===== src/include/nsid_map.svh =====
// Byte offsets, field positions, widths and reset values of the field block
`ifndef NSID_MAP_SVH
`define NSID_MAP_SVH
`define NSID_FIRST_BYTE   8'd66
`define NSID_LAST_BYTE    8'd103
`define NSID_OFF_PWALIGN  8'd66
`define NSID_OFF_DGRAN    8'd68
`define NSID_OFF_DALIGN   8'd70
`define NSID_OFF_OWSIZE   8'd72
`define NSID_OFF_AGID     8'd92
`define NSID_OFF_ATTR     8'd99
`define NSID_OFF_SETID    8'd100
`define NSID_OFF_ENDURANCE_GROUP_ID   8'd102
`define NSID_ATTR_WP_BIT  0
`define NSID_RST_HALF     16'h0000
`define NSID_RST_WORD     32'h00000000
`define NSID_RST_BYTE     8'h00
`endif


===== src/include/nsid_pkg.sv =====
// Types shared by the namespace identify field block
package nsid_pkg;
  typedef logic [15:0] nsid_half_t;
  typedef logic [31:0] nsid_word_t;
  typedef logic [7:0]  nsid_byte_t;
  // Read engine states, Gray along idle -> load -> answer
  typedef enum logic [1:0] {
    NSID_IDLE = 2'b00,
    NSID_LOAD = 2'b01,
    NSID_ANS  = 2'b11
  } nsid_state_e;
endpackage


===== src/include/nsid_chk_if.sv =====
// Carrier between the top and the write-protect gate
`timescale 1ns/1ps
`default_nettype none
interface nsid_chk_if;
  logic wrReq;     // Host write arriving
  logic wrProt;    // Current protection state
  logic wrFail;    // Write must be failed
  logic wrPass;    // Write may proceed
  modport gate (input wrReq, input wrProt, output wrFail, output wrPass);
  modport top  (output wrReq, output wrProt, input wrFail, input wrPass);
endinterface
`default_nettype wire


===== src/verilog/nsid_wp_gate.sv =====
// Write-protect gate: fails every write while the namespace is protected
`timescale 1ns/1ps
`default_nettype none
module nsid_wp_gate (
  nsid_chk_if.gate chk
);
  import nsid_pkg::*;
  // Pure decode; the top registers the verdict
  always_comb begin
    chk.wrFail = chk.wrReq & chk.wrProt;
    chk.wrPass = chk.wrReq & ~chk.wrProt;
  end
endmodule
`default_nettype wire


===== src/verilog/nsid_fields.sv =====
// Namespace identify fields, bytes 66 to 103, byte-read port
`timescale 1ns/1ps
`default_nettype none
`include "nsid_map.svh"
// Notes on behaviour
// Bytes 67:66 give zero-based write alignment
// Bytes 69:68 give zero-based deallocate granularity
// Optimisation flag clear: those fields read reserved; bytes 67:66 still return the write alignment
// Granularity should be multiple of alignment
// Bytes 71:70 give zero-based deallocate alignment
// Bytes 73:72 give zero-based optimal write size
// Optimal size within limit, multiple of granularity
// Values may change on reformat only
// Access reporting on: report valid group id
// Access reporting off: group id reads zero
// Group id change raises access change notice
// Protect bit set: every write fails
// Attribute bits 7:1 reserved, read zero
// Bytes 101:100 set id, zero if unsupported
// Bytes 103:102 endurance id, zero if unsupported
// Write granularity is zero-based, logical blocks
// Reserved bytes in range read zero
module nsid_fields (
  input  wire logic              clk,
  input  wire logic              rst,
  // Field sources from the namespace manager
  input  wire nsid_pkg::nsid_half_t prefWriteAlign,
  input  wire nsid_pkg::nsid_half_t prefDeallocGran,
  input  wire nsid_pkg::nsid_half_t prefDeallocAlign,
  input  wire nsid_pkg::nsid_half_t optimalWriteSize,
  input  wire nsid_pkg::nsid_half_t prefWriteGran,
  input  wire nsid_pkg::nsid_half_t maxTransferLimit,
  input  wire logic              optimParamsSupported,
  input  wire logic              reformatDone,
  input  wire nsid_pkg::nsid_word_t accessGroupId,
  input  wire logic              accessReportSupported,
  input  wire logic              accessNoticeEnabled,
  input  wire logic              writeProtected,
  input  wire nsid_pkg::nsid_half_t storageSetId,
  input  wire logic              storageSetSupported,
  input  wire nsid_pkg::nsid_half_t enduranceGroupId,
  input  wire logic              enduranceSupported,
  // Byte read port
  input  wire logic              rdReq,
  input  wire nsid_pkg::nsid_byte_t rdAddr,
  output logic                   rdValid,
  output nsid_pkg::nsid_byte_t   rdData,
  // Write check port
  input  wire logic              wrReq,
  output logic                   wrFail,
  output logic                   wrOk,
  // Events
  output logic                   accessChangeNotice,
  output logic                   hintsInconsistent
);
  import nsid_pkg::*;

  // Latched field image, refreshed at reset release and on reformat
  nsid_half_t  alignReg, alignNext;        // Write alignment
  nsid_half_t  dGranReg, dGranNext;        // Deallocate granularity
  nsid_half_t  dAlignReg, dAlignNext;      // Deallocate alignment
  nsid_half_t  owsReg, owsNext;            // Optimal write size
  logic        optReg, optNext;            // Optimisation flag copy
  logic        loadedReg, loadedNext;      // Image taken once
  logic        badReg, badNext;            // Hint sanity flag
  nsid_word_t  agidReg, agidNext;          // Reported group id
  logic        noticeReg, noticeNext;      // Change notice pulse
  nsid_state_e stateReg, stateNext;        // Read engine state
  nsid_byte_t  addrReg, addrNext;          // Captured address
  nsid_byte_t  dataReg, dataNext;          // Answer byte
  logic        validReg, validNext;        // Answer strobe
  logic        failReg, failNext;          // Registered verdicts
  logic        okReg, okNext;
  nsid_word_t  agidLive;                   // Group id after gating
  logic        multOk;                     // Granularity checks

  nsid_chk_if chk ();
  nsid_wp_gate uGate (.chk(chk));
  assign chk.wrReq  = wrReq;
  assign chk.wrProt = writeProtected;

  // Zero-based counts: a multiple means (a+1) divides (b+1)
  function automatic logic isMult(input nsid_half_t b, input nsid_half_t a);
    logic [16:0] bb;
    logic [16:0] aa;
    bb = {1'b0, b} + 17'h00001;
    aa = {1'b0, a} + 17'h00001;
    isMult = ((bb % aa) == 17'h00000);
  endfunction

  // Group id gated by reporting support
  always_comb begin
    agidLive = accessReportSupported ? accessGroupId : `NSID_RST_WORD;
    multOk = isMult(prefDeallocGran, prefDeallocAlign)
           & isMult(optimalWriteSize, prefWriteGran)
           & (optimalWriteSize <= maxTransferLimit);
  end

  // Field image: only reformat or the first load after reset may move the hints
  always_comb begin
    alignNext  = alignReg;
    dGranNext  = dGranReg;
    dAlignNext = dAlignReg;
    owsNext    = owsReg;
    optNext    = optReg;
    loadedNext = 1'b1;
    badNext    = badReg;
    if (reformatDone || !loadedReg) begin
      alignNext  = prefWriteAlign;
      dGranNext  = prefDeallocGran;
      dAlignNext = prefDeallocAlign;
      owsNext    = optimalWriteSize;
      optNext    = optimParamsSupported;
      // Only meaningful when the hints are reported at all
      badNext    = optimParamsSupported & ~multOk;
    end
  end

  // Group id tracking and change notice
  always_comb begin
    agidNext   = agidLive;
    noticeNext = (agidLive != agidReg) & accessReportSupported
               & accessNoticeEnabled & loadedReg;
  end

  // Read engine: take address, look up byte, answer one cycle strobe
  always_comb begin
    stateNext = stateReg;
    addrNext  = addrReg;
    dataNext  = dataReg;
    validNext = 1'b0;
    failNext  = chk.wrFail;
    okNext    = chk.wrPass;
    case (stateReg)
      NSID_IDLE: begin
        if (rdReq) begin
          addrNext  = rdAddr;
          stateNext = NSID_LOAD;
        end
      end
      NSID_LOAD: begin
        dataNext  = `NSID_RST_BYTE;
        // Deallocate and write size hints reserved without optimisation support; write alignment always returned
        if (addrReg == `NSID_OFF_PWALIGN) begin
          dataNext = alignReg[7:0];
        end else if (addrReg == `NSID_OFF_PWALIGN + 8'd1) begin
          dataNext = alignReg[15:8];
        end else if (addrReg == `NSID_OFF_DGRAN) begin
          dataNext = optReg ? dGranReg[7:0] : `NSID_RST_BYTE;
        end else if (addrReg == `NSID_OFF_DGRAN + 8'd1) begin
          dataNext = optReg ? dGranReg[15:8] : `NSID_RST_BYTE;
        end else if (addrReg == `NSID_OFF_DALIGN) begin
          dataNext = optReg ? dAlignReg[7:0] : `NSID_RST_BYTE;
        end else if (addrReg == `NSID_OFF_DALIGN + 8'd1) begin
          dataNext = optReg ? dAlignReg[15:8] : `NSID_RST_BYTE;
        end else if (addrReg == `NSID_OFF_OWSIZE) begin
          dataNext = optReg ? owsReg[7:0] : `NSID_RST_BYTE;
        end else if (addrReg == `NSID_OFF_OWSIZE + 8'd1) begin
          dataNext = optReg ? owsReg[15:8] : `NSID_RST_BYTE;
        end else if (addrReg >= `NSID_OFF_AGID &&
                     addrReg <= `NSID_OFF_AGID + 8'd3) begin
          // Little-endian byte pick of the group id
          dataNext = agidReg[8*(addrReg - `NSID_OFF_AGID) +: 8];
        end else if (addrReg == `NSID_OFF_ATTR) begin
          dataNext = {7'h00, writeProtected};
        end else if (addrReg == `NSID_OFF_SETID) begin
          dataNext = storageSetSupported ? storageSetId[7:0]
                                         : `NSID_RST_BYTE;
        end else if (addrReg == `NSID_OFF_SETID + 8'd1) begin
          dataNext = storageSetSupported ? storageSetId[15:8]
                                         : `NSID_RST_BYTE;
        end else if (addrReg == `NSID_OFF_ENDURANCE_GROUP_ID) begin
          dataNext = enduranceSupported ? enduranceGroupId[7:0]
                                        : `NSID_RST_BYTE;
        end else if (addrReg == `NSID_OFF_ENDURANCE_GROUP_ID + 8'd1) begin
          dataNext = enduranceSupported ? enduranceGroupId[15:8]
                                        : `NSID_RST_BYTE;
        end
        stateNext = NSID_ANS;
      end
      NSID_ANS: begin
        validNext = 1'b1;
        stateNext = NSID_IDLE;
      end
      default: begin
        stateNext = NSID_IDLE;
      end
    endcase
  end

  // All state registers
  always_ff @(posedge clk or posedge rst) begin
    if (rst) begin
      alignReg  <= `NSID_RST_HALF;
      dGranReg  <= `NSID_RST_HALF;
      dAlignReg <= `NSID_RST_HALF;
      owsReg    <= `NSID_RST_HALF;
      optReg    <= 1'b0;
      loadedReg <= 1'b0;
      badReg    <= 1'b0;
      agidReg   <= `NSID_RST_WORD;
      noticeReg <= 1'b0;
      stateReg  <= NSID_IDLE;
      addrReg   <= `NSID_RST_BYTE;
      dataReg   <= `NSID_RST_BYTE;
      validReg  <= 1'b0;
      failReg   <= 1'b0;
      okReg     <= 1'b0;
    end else begin
      alignReg  <= alignNext;
      dGranReg  <= dGranNext;
      dAlignReg <= dAlignNext;
      owsReg    <= owsNext;
      optReg    <= optNext;
      loadedReg <= loadedNext;
      badReg    <= badNext;
      agidReg   <= agidNext;
      noticeReg <= noticeNext;
      stateReg  <= stateNext;
      addrReg   <= addrNext;
      dataReg   <= dataNext;
      validReg  <= validNext;
      failReg   <= failNext;
      okReg     <= okNext;
    end
  end

  // Outputs straight from flip-flops
  assign rdValid            = validReg;
  assign rdData             = dataReg;
  assign wrFail             = failReg;
  assign wrOk               = okReg;
  assign accessChangeNotice = noticeReg;
  assign hintsInconsistent  = badReg;
endmodule
`default_nettype wire


===== config.mk =====
export PLATFORM = sky130hd
export DESIGN_NAME = nsid_fields
export DESIGN_NICKNAME = d
export VERILOG_FILES = /design/src/include/nsid_pkg.sv /design/src/include/nsid_chk_if.sv /design/src/verilog/nsid_wp_gate.sv /design/src/verilog/nsid_fields.sv
export VERILOG_INCLUDE_DIRS = /design/src /design/src/include
export SDC_FILE = /design/constraint.sdc
export NUM_CORES = 1
export LEC_CHECK = 0
export ABC_AREA = 1
export BUFFER_PORTS_ARGS = -buffer_cell sky130_fd_sc_hd__buf_2
export CAP_MARGIN = 10
export CORE_MARGIN = 2
export CORE_UTILIZATION = 58
export DETAILED_ROUTE_END_ITERATION = 12
export PLACE_DENSITY = 0.83
export SYNTH_ARGS = -nofsm -noshare
export SYNTH_HDL_FRONTEND = slang
export SYNTH_SLANG_ARGS = --single-unit

===== constraint.sdc =====
create_clock -name clk -period 4.5 [get_ports clk]
set_clock_uncertainty 0.05 [all_clocks]
set_input_delay 0.675 -clock clk [delete_from_list [all_inputs] [get_ports clk]]
set_output_delay 0.675 -clock clk [all_outputs]
set_load 0.01 [all_outputs]

==> results of run 1 <==
==> layer usage <==
metal	global-route usage	GRT overflow
met2	1.335	3150
met5	0.6674	12
met1	0.8927	98
met4	1.150	849
met3	0.8094	94
==> timing repair <==
item	CTS
pin swaps	260
gates resized for setup	418
endpoints found under the setup margin	1
setup buffers	223
gates cloned	8
==> per-stage QoR <==
step                utilization  TNS (ns)  area, sq um  hold slack [ns]
floorplan                     -    -20.77        25520           0.3936
CTS                      0.9491    -23.15        40610           0.3777
global placement         0.8523    -23.24        36470           0.4080
detailed placement       0.8523    -25.57        36470           0.4181
==> kinds of logic after synthesis <==
group | Yosys count
fa+ha+maj | 338
compound gates | 651
simple gates | 2087
flops | 121
xor+xnor | 206
other cells | 1
buf+inv | 691
mux | 3
==> synth_stat cells (7+ instances only) <==
cell type	number	area (sq um)
o21ai_1	32	160.2
a21oi_1	226	1131
nand3b_1	12	90.09
a211oi_1	7	52.55
nand3_2	53	530.5
nand2_2	33	206.5
ha_1	336	4204
nor2_2	11	68.82
o31ai_1	12	90.09
buf_4	10	75.07
clkbuf_1	29	108.9
a31oi_1	16	100.1
xor2_1	147	1287
inv_2	7	26.28
a221oi_1	12	105.1
nand2_1	1182	4437
o21bai_1	37	277.8
xnor2_1	58	508.0
nor4_1	22	137.6
or2_2	53	331.6
nor3_1	49	245.2
nand3_1	298	1491
a21o_1	18	135.1
nand2_4	7	78.83
nand4_1	60	375.4
inv_1	615	2308
clkinv_1	12	45.04
o2111ai_1	10	87.58
and2_1	25	156.4
o211ai_1	24	180.2
nor2_1	255	957.2
nor2_4	12	135.1
buf_2	10	50.05
dfrtp_1	121	3028
o21ai_0	206	1031
==> impl_metrics.yaml, run 1 <==
clock_network:
  numCtsBuffers: 17
  cts.sinks: 121
  cts_root_buffer: "clkbuf_16"
  hold_buffers: 0
  clockBufferDepth: 2
  htree_levels: 4
synth:
  synth_warnings: 0
  synth.mux.area_fraction: 0.001352
  synthAdderAreaFrac: 0.1698
  synth_simple_gate_area_frac: 0.3756
  synth_edf_count: 0
  synth-main-ff-cell: "dfrtp_1"
  ys_types: 75
  synthCells: 4098
  seq_area_frac_synth: 0.1211
  postSynthAreaPerCell_sq_um: 6.099
  netlist_area_sq_um: 25000
  ys_ff_latch: 121
  synth_nets: 4615
  synth_top_family_by_area: "simple AND/OR/NAND/NOR gates"
  async_flop_share: 1.000
  synth_xor_area_frac: 0.07248
  synth_compound_area_frac: 0.1517
placed_design:
  dp_hpwl_microns: 94580
  routabilityCongestion: 1.058
  dp.cells: 6058
  numPortBuffers: 191
  pre_cts_slack_ns: -25.57
global_routing:
  overflow: 4203
  grt_pass1_vias: 55633
  grt.total_usage: 1.026
  grt_max_degree: 104
  grt_pass1_wl_microns: 351100
floorplanning:
  die_w_microns: 211.6
  initial_utilization: 0.5841
  ios: 192
  rows: 76
  die_h_microns: 211.6
status:
  status: "stopped before the end"
  stop_error: "[ERROR GRT-0116] Global routing finished with congestion. Check the congestion regions in the DRC Viewer."
  stop_stage: "global routing"
==> run 2: changes to the inputs <==
--- a/config.mk
+++ b/config.mk
@@ -10,9 +10,9 @@
 export BUFFER_PORTS_ARGS = -buffer_cell sky130_fd_sc_hd__buf_2
 export CAP_MARGIN = 10
 export CORE_MARGIN = 2
-export CORE_UTILIZATION = 58
+export CORE_UTILIZATION = 40
 export DETAILED_ROUTE_END_ITERATION = 12
-export PLACE_DENSITY = 0.83
+export PLACE_DENSITY_LB_ADDON = 0.15
 export SYNTH_ARGS = -nofsm -noshare
 export SYNTH_HDL_FRONTEND = slang
 export SYNTH_SLANG_ARGS = --single-unit
==> run 2 against run 1 <==
Against the previous run:
- the flow now finishes, with violations (setup timing)
- synthesized cell count unchanged
- area after synthesis unchanged
==> impl_metrics.yaml, run 2 <==
floorplanning:
  initial_utilization: 0.4050
  ios: 192
  die_h_microns: 254.0
  core_area_sq_um: 61710
  rows: 91
  die-area_sq_um: 64500
  die_w_microns: 254.0
drt:
  wl_per_cell_microns: 15.43
  vias: 32951
  drt_iter0_drc: 1879
  totalWireLength_microns: 101600
  drt_pass1_iterations: 5
  post-route-drc-count: 0
  viasPerCell: 5.005
  detail-route-antenna-nets: 0
cells_and_area:
  area_growth_pct: 65.13
  largest_reg_flops: 32
  final_area_sq_um: 41280
  nets: 6245
  top_register: "agidReg"
  layout_commonest_cell: "buf_4"
  layout-drive-gt1-share: 0.4121
  final_cell_mix: "buf_4, nand2_1, inv_1"
  final_util: 0.6689
timing:
  fin_ws_ns: -22.52
  timing.final.crit_share: 6.005
  setup_violations: 1
  max_slew_margin: 0.3392
  max_freq_mhz: 37.01
  final-max-slew-violation-count: 0
  finalSetupTns_ns: -22.52
  fin_crit_ns: 27.02
  rsz0062_at_grt: "yes"
  worst_slew_pin_slew_ns: 0.9912
  hold_viol_final: 0
  holdWs_ns: 0.3676
setup_path:
  critical-path-max-stage-delay_ns: 0.30
  cp.required_ns: 4.76
  crit_path_start_kind: "primary input"
  cp.arrival_ns: 27.28
  path_max_fanout: 7
  crit_type: "in -> reg"
  crit_slowest_cell: "a31o_2"
  cp-end-kind: "flop"
  cpMostUsedCell: "nand2_1"
power_and_ir_drop:
  ir_worst_vdd_mv: 0.2633
  leakage_nw: 22.87
  power_density_nw_per_um2: 254.4
global_routing:
  grt_pass1_wl_microns: 156500
  grt.total_usage: 0.3004
  grt_max_degree: 104
  grt_pass1_vias: 31459
  grt_antenna_before_repair: 3
  overflow: 0
synth:
  ys_types: 75
  synth_top_area_cell: "nand2_1"
  synth_simple_gate_area_frac: 0.3756
  async_flop_share: 1.000
  postSynthAreaPerCell_sq_um: 6.099
  synth_warnings: 0
  seq_area_frac_synth: 0.1211
  synth_nets: 4615
  synth_edf_count: 0
  synthAdderAreaFrac: 0.1698
  ys_top_cells_by_count: "nand2_1, inv_1, ha_1, nand3_1, nor2_1"
  synth_xor_area_frac: 0.07248
  ys_ff_latch: 121
  synth-main-ff-cell: "dfrtp_1"
  synth.mux.area_fraction: 0.001352
  netlist_top_cells_area: "nand2_1, ha_1, dfrtp_1, inv_1, nand3_1"
  synth_top_family_by_area: "simple AND/OR/NAND/NOR gates"
  synth_compound_area_frac: 0.1517
  synth_top_area_frac: 0.1775
  yosysMostFrequentCell: "nand2_1"
  netlist_area_sq_um: 25000
  synthCells: 4098
clock_network:
  path_clk_slew_ns: 0.06
  numCtsBuffers: 17
  htree_levels: 4
  cts_tree: "built"
  clockBufferDepth: 2
  insertion_delay_ns: 0.42
  cts.sinks: 121
  hold_buffers: 0
  cts_root_buffer: "clkbuf_16"
run:
  maxCapViolations: 0
placed_design:
  routabilityCongestion: 0.9909
  pre_cts_slack_ns: -24.40
  numPortBuffers: 191
  dp_hpwl_microns: 80210
  placement.cell_area_sq_um: 37310
status:
  status: "complete, but fails checks"
  violations: "setup timing"
min_path:
  hold_class: "in -> async"
-- run 2: cell counts after synthesis --
No cell type changed its count.
-- run 2: area by class of cell --
class	count	area (sq um)
multi-input combinational	3289	22010
fill	5425	20440
timing repair buffer	1663	12190
sequential	121	3028
inverter	635	2421
tap	837	1047
clock buffer	18	439.2
clock inverter	14	126.4
antenna	5	12.51
timing repair inverter	1	7.507
-- run 2: report_power, final --
part	total (mW)	internal [mW]	switching, mW
Clock	1.31	0.741	0.571
Combinational	7.87	3.90	3.97
Sequential	1.31	1.22	0.0943
-- run 2: repair_timing --
| action | in CTS | in global routing |
|---|---|---|
| gates cloned | 2 | 2 |
| setup buffers | 93 | 35 |
| endpoints found under the setup margin | 1 | 1 |
| pin swaps | 155 | 192 |
| gates resized for setup | 214 | 310 |
-- run 2: logic make-up (layout without fill, tap and decap cells) --
logic type                 after synthesis  count (layout)
AOI/OAI and AO/OA                      651             651
xor gates and xnor gates               206             206
adders and majority gates              338             338
buffers and inverters                  691            2331
DFF                                    121             121
muxes                                    3               3
other                                    1               6
and+or+nand+nor                       2087            2090
-- run 2: layer usage --
layer,wire (microns),up-vias,share of wire,GRT usage
met4,3984,0,0.039,0.09479
met2,48920,789,0.48,0.5377
li1,-,16756,-,-
met3,4880,209,0.048,0.02940
met5,0,-,0,0
met1,43790,15197,0.43,0.3769
-- run 2: through the flow --
stage,instances,power (mW)
6_report,6583,10.50
5_1_grt,6579,11.33
4_1_cts,6541,9.879
3_5_place_dp,6414,8.170
3_3_place_gp,6414,8.106
2_1_floorplan,4098,4.986
-- run 2: worst paths after layout --
check                                             start                            end  slack (ns)  cells after the start
max in group asynchronous                           rst         addrReg[4]$_DFFE_PP0P_        3.04                      3
worst min-delay path                                rst          agidReg[22]$_DFF_PP0_        0.37                      2
min in group clk                      prefWriteAlign[5]        alignReg[5]$_DFFE_PP0P_        0.39                      3
worst max register to register   addrReg[7]$_DFFE_PP0P_          rdData[4]$_DFFE_PP0P_        0.70                     20
worst max-delay path                 prefDeallocGran[1]  hintsInconsistent$_DFFE_PP0P_      -22.52                    224
worst min register to register  alignReg[1]$_DFFE_PP0P_        alignReg[1]$_DFFE_PP0P_        0.43                      2
-- run 2: worst max-delay path: cells and delay by family --
family	cells	cell delay, ns
buffers and inverters	53	5.16
AND/OR/NAND/NOR	105	10.14
AO/OA/AOI/OAI	48	6.93
XOR/XNOR	1	0.19
adder cells (fa/ha/maj)	17	4.15
(Power assumes the default switching activity.)
==> run 3: changes to the inputs <==
--- a/config.mk
+++ b/config.mk
@@ -6,7 +6,6 @@
 export SDC_FILE = /design/constraint.sdc
 export NUM_CORES = 1
 export LEC_CHECK = 0
-export ABC_AREA = 1
 export BUFFER_PORTS_ARGS = -buffer_cell sky130_fd_sc_hd__buf_2
 export CAP_MARGIN = 10
 export CORE_MARGIN = 2
==> constraint.sdc (replaced) <==
create_clock -name clk -period 4.5 [get_ports clk]
set_clock_uncertainty 0.05 [all_clocks]
set_input_delay 0.675 -clock clk [delete_from_list [all_inputs] [get_ports clk]]
set_output_delay 0.675 -clock clk [all_outputs]
set_load 0.1 [all_outputs]
==> run 3 against run 2 <==
Against the previous run:
- the flow still finishes with violations (setup timing)
- final cell count shrank 9.6%
- power grew 6.0%
- combinational power grew 8.1%
- first-iteration DRC count grew 31%
- critical path type unchanged
- largest power group unchanged
==> impl_metrics.yaml, run 3 <==
setup_path:
  crit_type: "in -> reg"
  cpMostUsedCell: "buf_4"
  cp.arrival_ns: 29.96
  crit_path_start_kind: "primary input"
  path_max_fanout: 12
  critical-path-max-stage-delay_ns: 0.53
  cp-end-kind: "flop"
  cp.required_ns: 4.74
  crit_slowest_cell: "or4b_4"
synth:
  synth_edf_count: 0
  ys_types: 89
  synth_top_area_frac: 0.1661
  seq_area_frac_synth: 0.1196
  netlist_top_cells_area: "ha_1, dfrtp_1, nand2_1, xnor2_1, a21oi_1"
  yosysMostFrequentCell: "nand2_1"
  synthCells: 3482
  synth_top_area_cell: "ha_1"
  synth-main-ff-cell: "dfrtp_1"
  netlist_area_sq_um: 25310
  synth_warnings: 0
  postSynthAreaPerCell_sq_um: 7.269
  ys_ff_latch: 121
  synth_nets: 3999
  ys_top_cells_by_count: "nand2_1, ha_1, nor2_1, a21oi_1, xnor2_1"
  async_flop_share: 1.000
floorplanning:
  die_w_microns: 255.6
  die-area_sq_um: 65310
  rows: 92
  core_area_sq_um: 62850
  ios: 192
  initial_utilization: 0.4027
  die_h_microns: 255.6
timing:
  timing.final.crit_share: 6.605
  hold_viol_final: 0
  fin_ws_ns: -25.22
  finalSetupTns_ns: -25.22
  max_freq_mhz: 33.64
  final-max-slew-violation-count: 0
  max_slew_margin: 0.2559
  rsz0062_at_grt: "yes"
  fin_crit_ns: 29.72
  setup_violations: 1
  worst_slew_pin_slew_ns: 1.112
  holdWs_ns: 0.4012
power_and_ir_drop:
  totalPowerFinal_mw: 11.13
  leakage_nw: 19.94
  power_density_nw_per_um2: 269.6
  ir_worst_vdd_mv: 0.2131
drt:
  post-route-drc-count: 0
  vias: 33436
  viasPerCell: 5.616
  totalWireLength_microns: 114500
  drt_iter0_drc: 2461
  detail-route-antenna-nets: 0
  wl_per_cell_microns: 19.23
  drt_pass1_iterations: 6
global_routing:
  grt_max_degree: 82
  grt_pass1_wl_microns: 175600
  grt_pass1_vias: 32389
  grt.total_usage: 0.3331
  overflow: 0
  grt_antenna_before_repair: 4
placed_design:
  dp_hpwl_microns: 92620
  numPortBuffers: 191
  routabilityCongestion: 1.018
  placement.cell_area_sq_um: 37920
clock_network:
  cts_tree: "built"
  insertion_delay_ns: 0.42
  numCtsBuffers: 17
  path_clk_slew_ns: 0.07
  cts_root_buffer: "clkbuf_16"
  cts.sinks: 121
  clockBufferDepth: 2
  htree_levels: 4
cells_and_area:
  fillCellCount: 5651
  nets: 5608
  largest_reg_flops: 32
  layout-drive-gt1-share: 0.4297
  final_util: 0.6567
  final_area_sq_um: 41270
  final_cell_mix: "buf_4, nand2_1, ha_1"
  area_growth_pct: 63.06
  layout_commonest_cell: "buf_4"
  top_register: "agidReg"
status:
  status: "complete, but fails checks"
  violations: "setup timing"
min_path:
  hold_class: "in -> reg"
run:
  maxCapViolations: 0
run 3: cell type report:
| cell class | count | area (sq um) | share of cell area |
|---|---|---|---|
| antenna | 4 | 10.01 | 0.0002425 |
| clock inverter | 12 | 92.59 | 0.002243 |
| timing repair buffer | 1691 | 12320 | 0.2984 |
| clock buffer | 20 | 456.7 | 0.01106 |
| sequential | 121 | 3029 | 0.07339 |
| inverter | 114 | 430.4 | 0.01043 |
| tap | 846 | 1059 | 0.02565 |
| multi-input combinational | 3146 | 23880 | 0.5786 |
run 3: cell families (layout without fill, tap and decap cells):
kind of cell	after synthesis	count (layout)	synth area share
buffers and inverters	215	1837	0.03263
flip-flops	121	121	0.1196
AO/OA/AOI/OAI	1050	1050	0.2800
other	1	5	0.0001482
AND/OR/NAND/NOR	1392	1392	0.2633
multiplexers	86	86	0.04009
XOR/XNOR	279	279	0.09654
adder cells (fa/ha/maj)	338	338	0.1677
run 3: worst paths after layout:
| check | start | end | slack (ns) | cells after the start |
|---|---|---|---|---|
| hold reg to reg | stateReg[1]$_DFFE_PP0P_ | stateReg[0]$_DFFE_PP0P_ | 0.41 | 1 |
| max in group asynchronous | rst | owsReg[9]$_DFFE_PP0P_ | 3.15 | 3 |
| setup reg to reg | addrReg[7]$_DFFE_PP0P_ | rdData[5]$_DFFE_PP0P_ | 1.14 | 10 |
| min in group asynchronous | rst | agidReg[1]$_DFF_PP0_ | 0.45 | 2 |
| setup / recovery | prefWriteGran[0] | hintsInconsistent$_DFFE_PP0P_ | -25.22 | 153 |
| hold / removal | writeProtected | wrOk$_DFF_PP0_ | 0.40 | 2 |
run 3: stage by stage:
| stage | setup slack, ns | cells |
|---|---|---|
| after detailed placement | -27.35 | 5783 |
| after global routing | -26.66 | 5952 |
| after global placement | -27.12 | 5783 |
| final | -25.22 | 5954 |
| after CTS | -24.89 | 5888 |
| after floorplan | -25.34 | 3482 |
run 3: layer usage:
metal | vias up | GRT usage | share of wire
met1 | 15801 | 0.4413 | 0.44
li1 | 16257 | - | -
met2 | 1103 | 0.5565 | 0.46
met4 | 2 | 0.1394 | 0.048
met5 | - | 0 | 0.00011
met3 | 273 | 0.02773 | 0.056
run 3: timing repair:
action	CTS	global route
gates resized for setup	196	169
hold buffers	0	0
cloned	0	0
setup endpoints to repair	1	1
buffers inserted	73	61
pin swaps	111	185
run 3: where the power goes:
part / leakage, nW / internal, mW / switching, mW / total (mW)
Clock: 0.271 / 0.738 / 0.532 / 1.27
Sequential: 1.49 / 1.22 / 0.126 / 1.35
Combinational: 18.2 / 4.27 / 4.24 / 8.51
Total: 19.9 / 6.23 / 4.90 / 11.1
run 3: worst max-delay path: cells and delay by family:
kind,cells,cell delay [ns]
AO/OA/AOI/OAI,69,12.75
XOR/XNOR,1,0.15
adder cells (fa/ha/maj),16,4.49
buffers and inverters,19,2.83
multiplexers,4,1.05
AND/OR/NAND/NOR,44,8.00
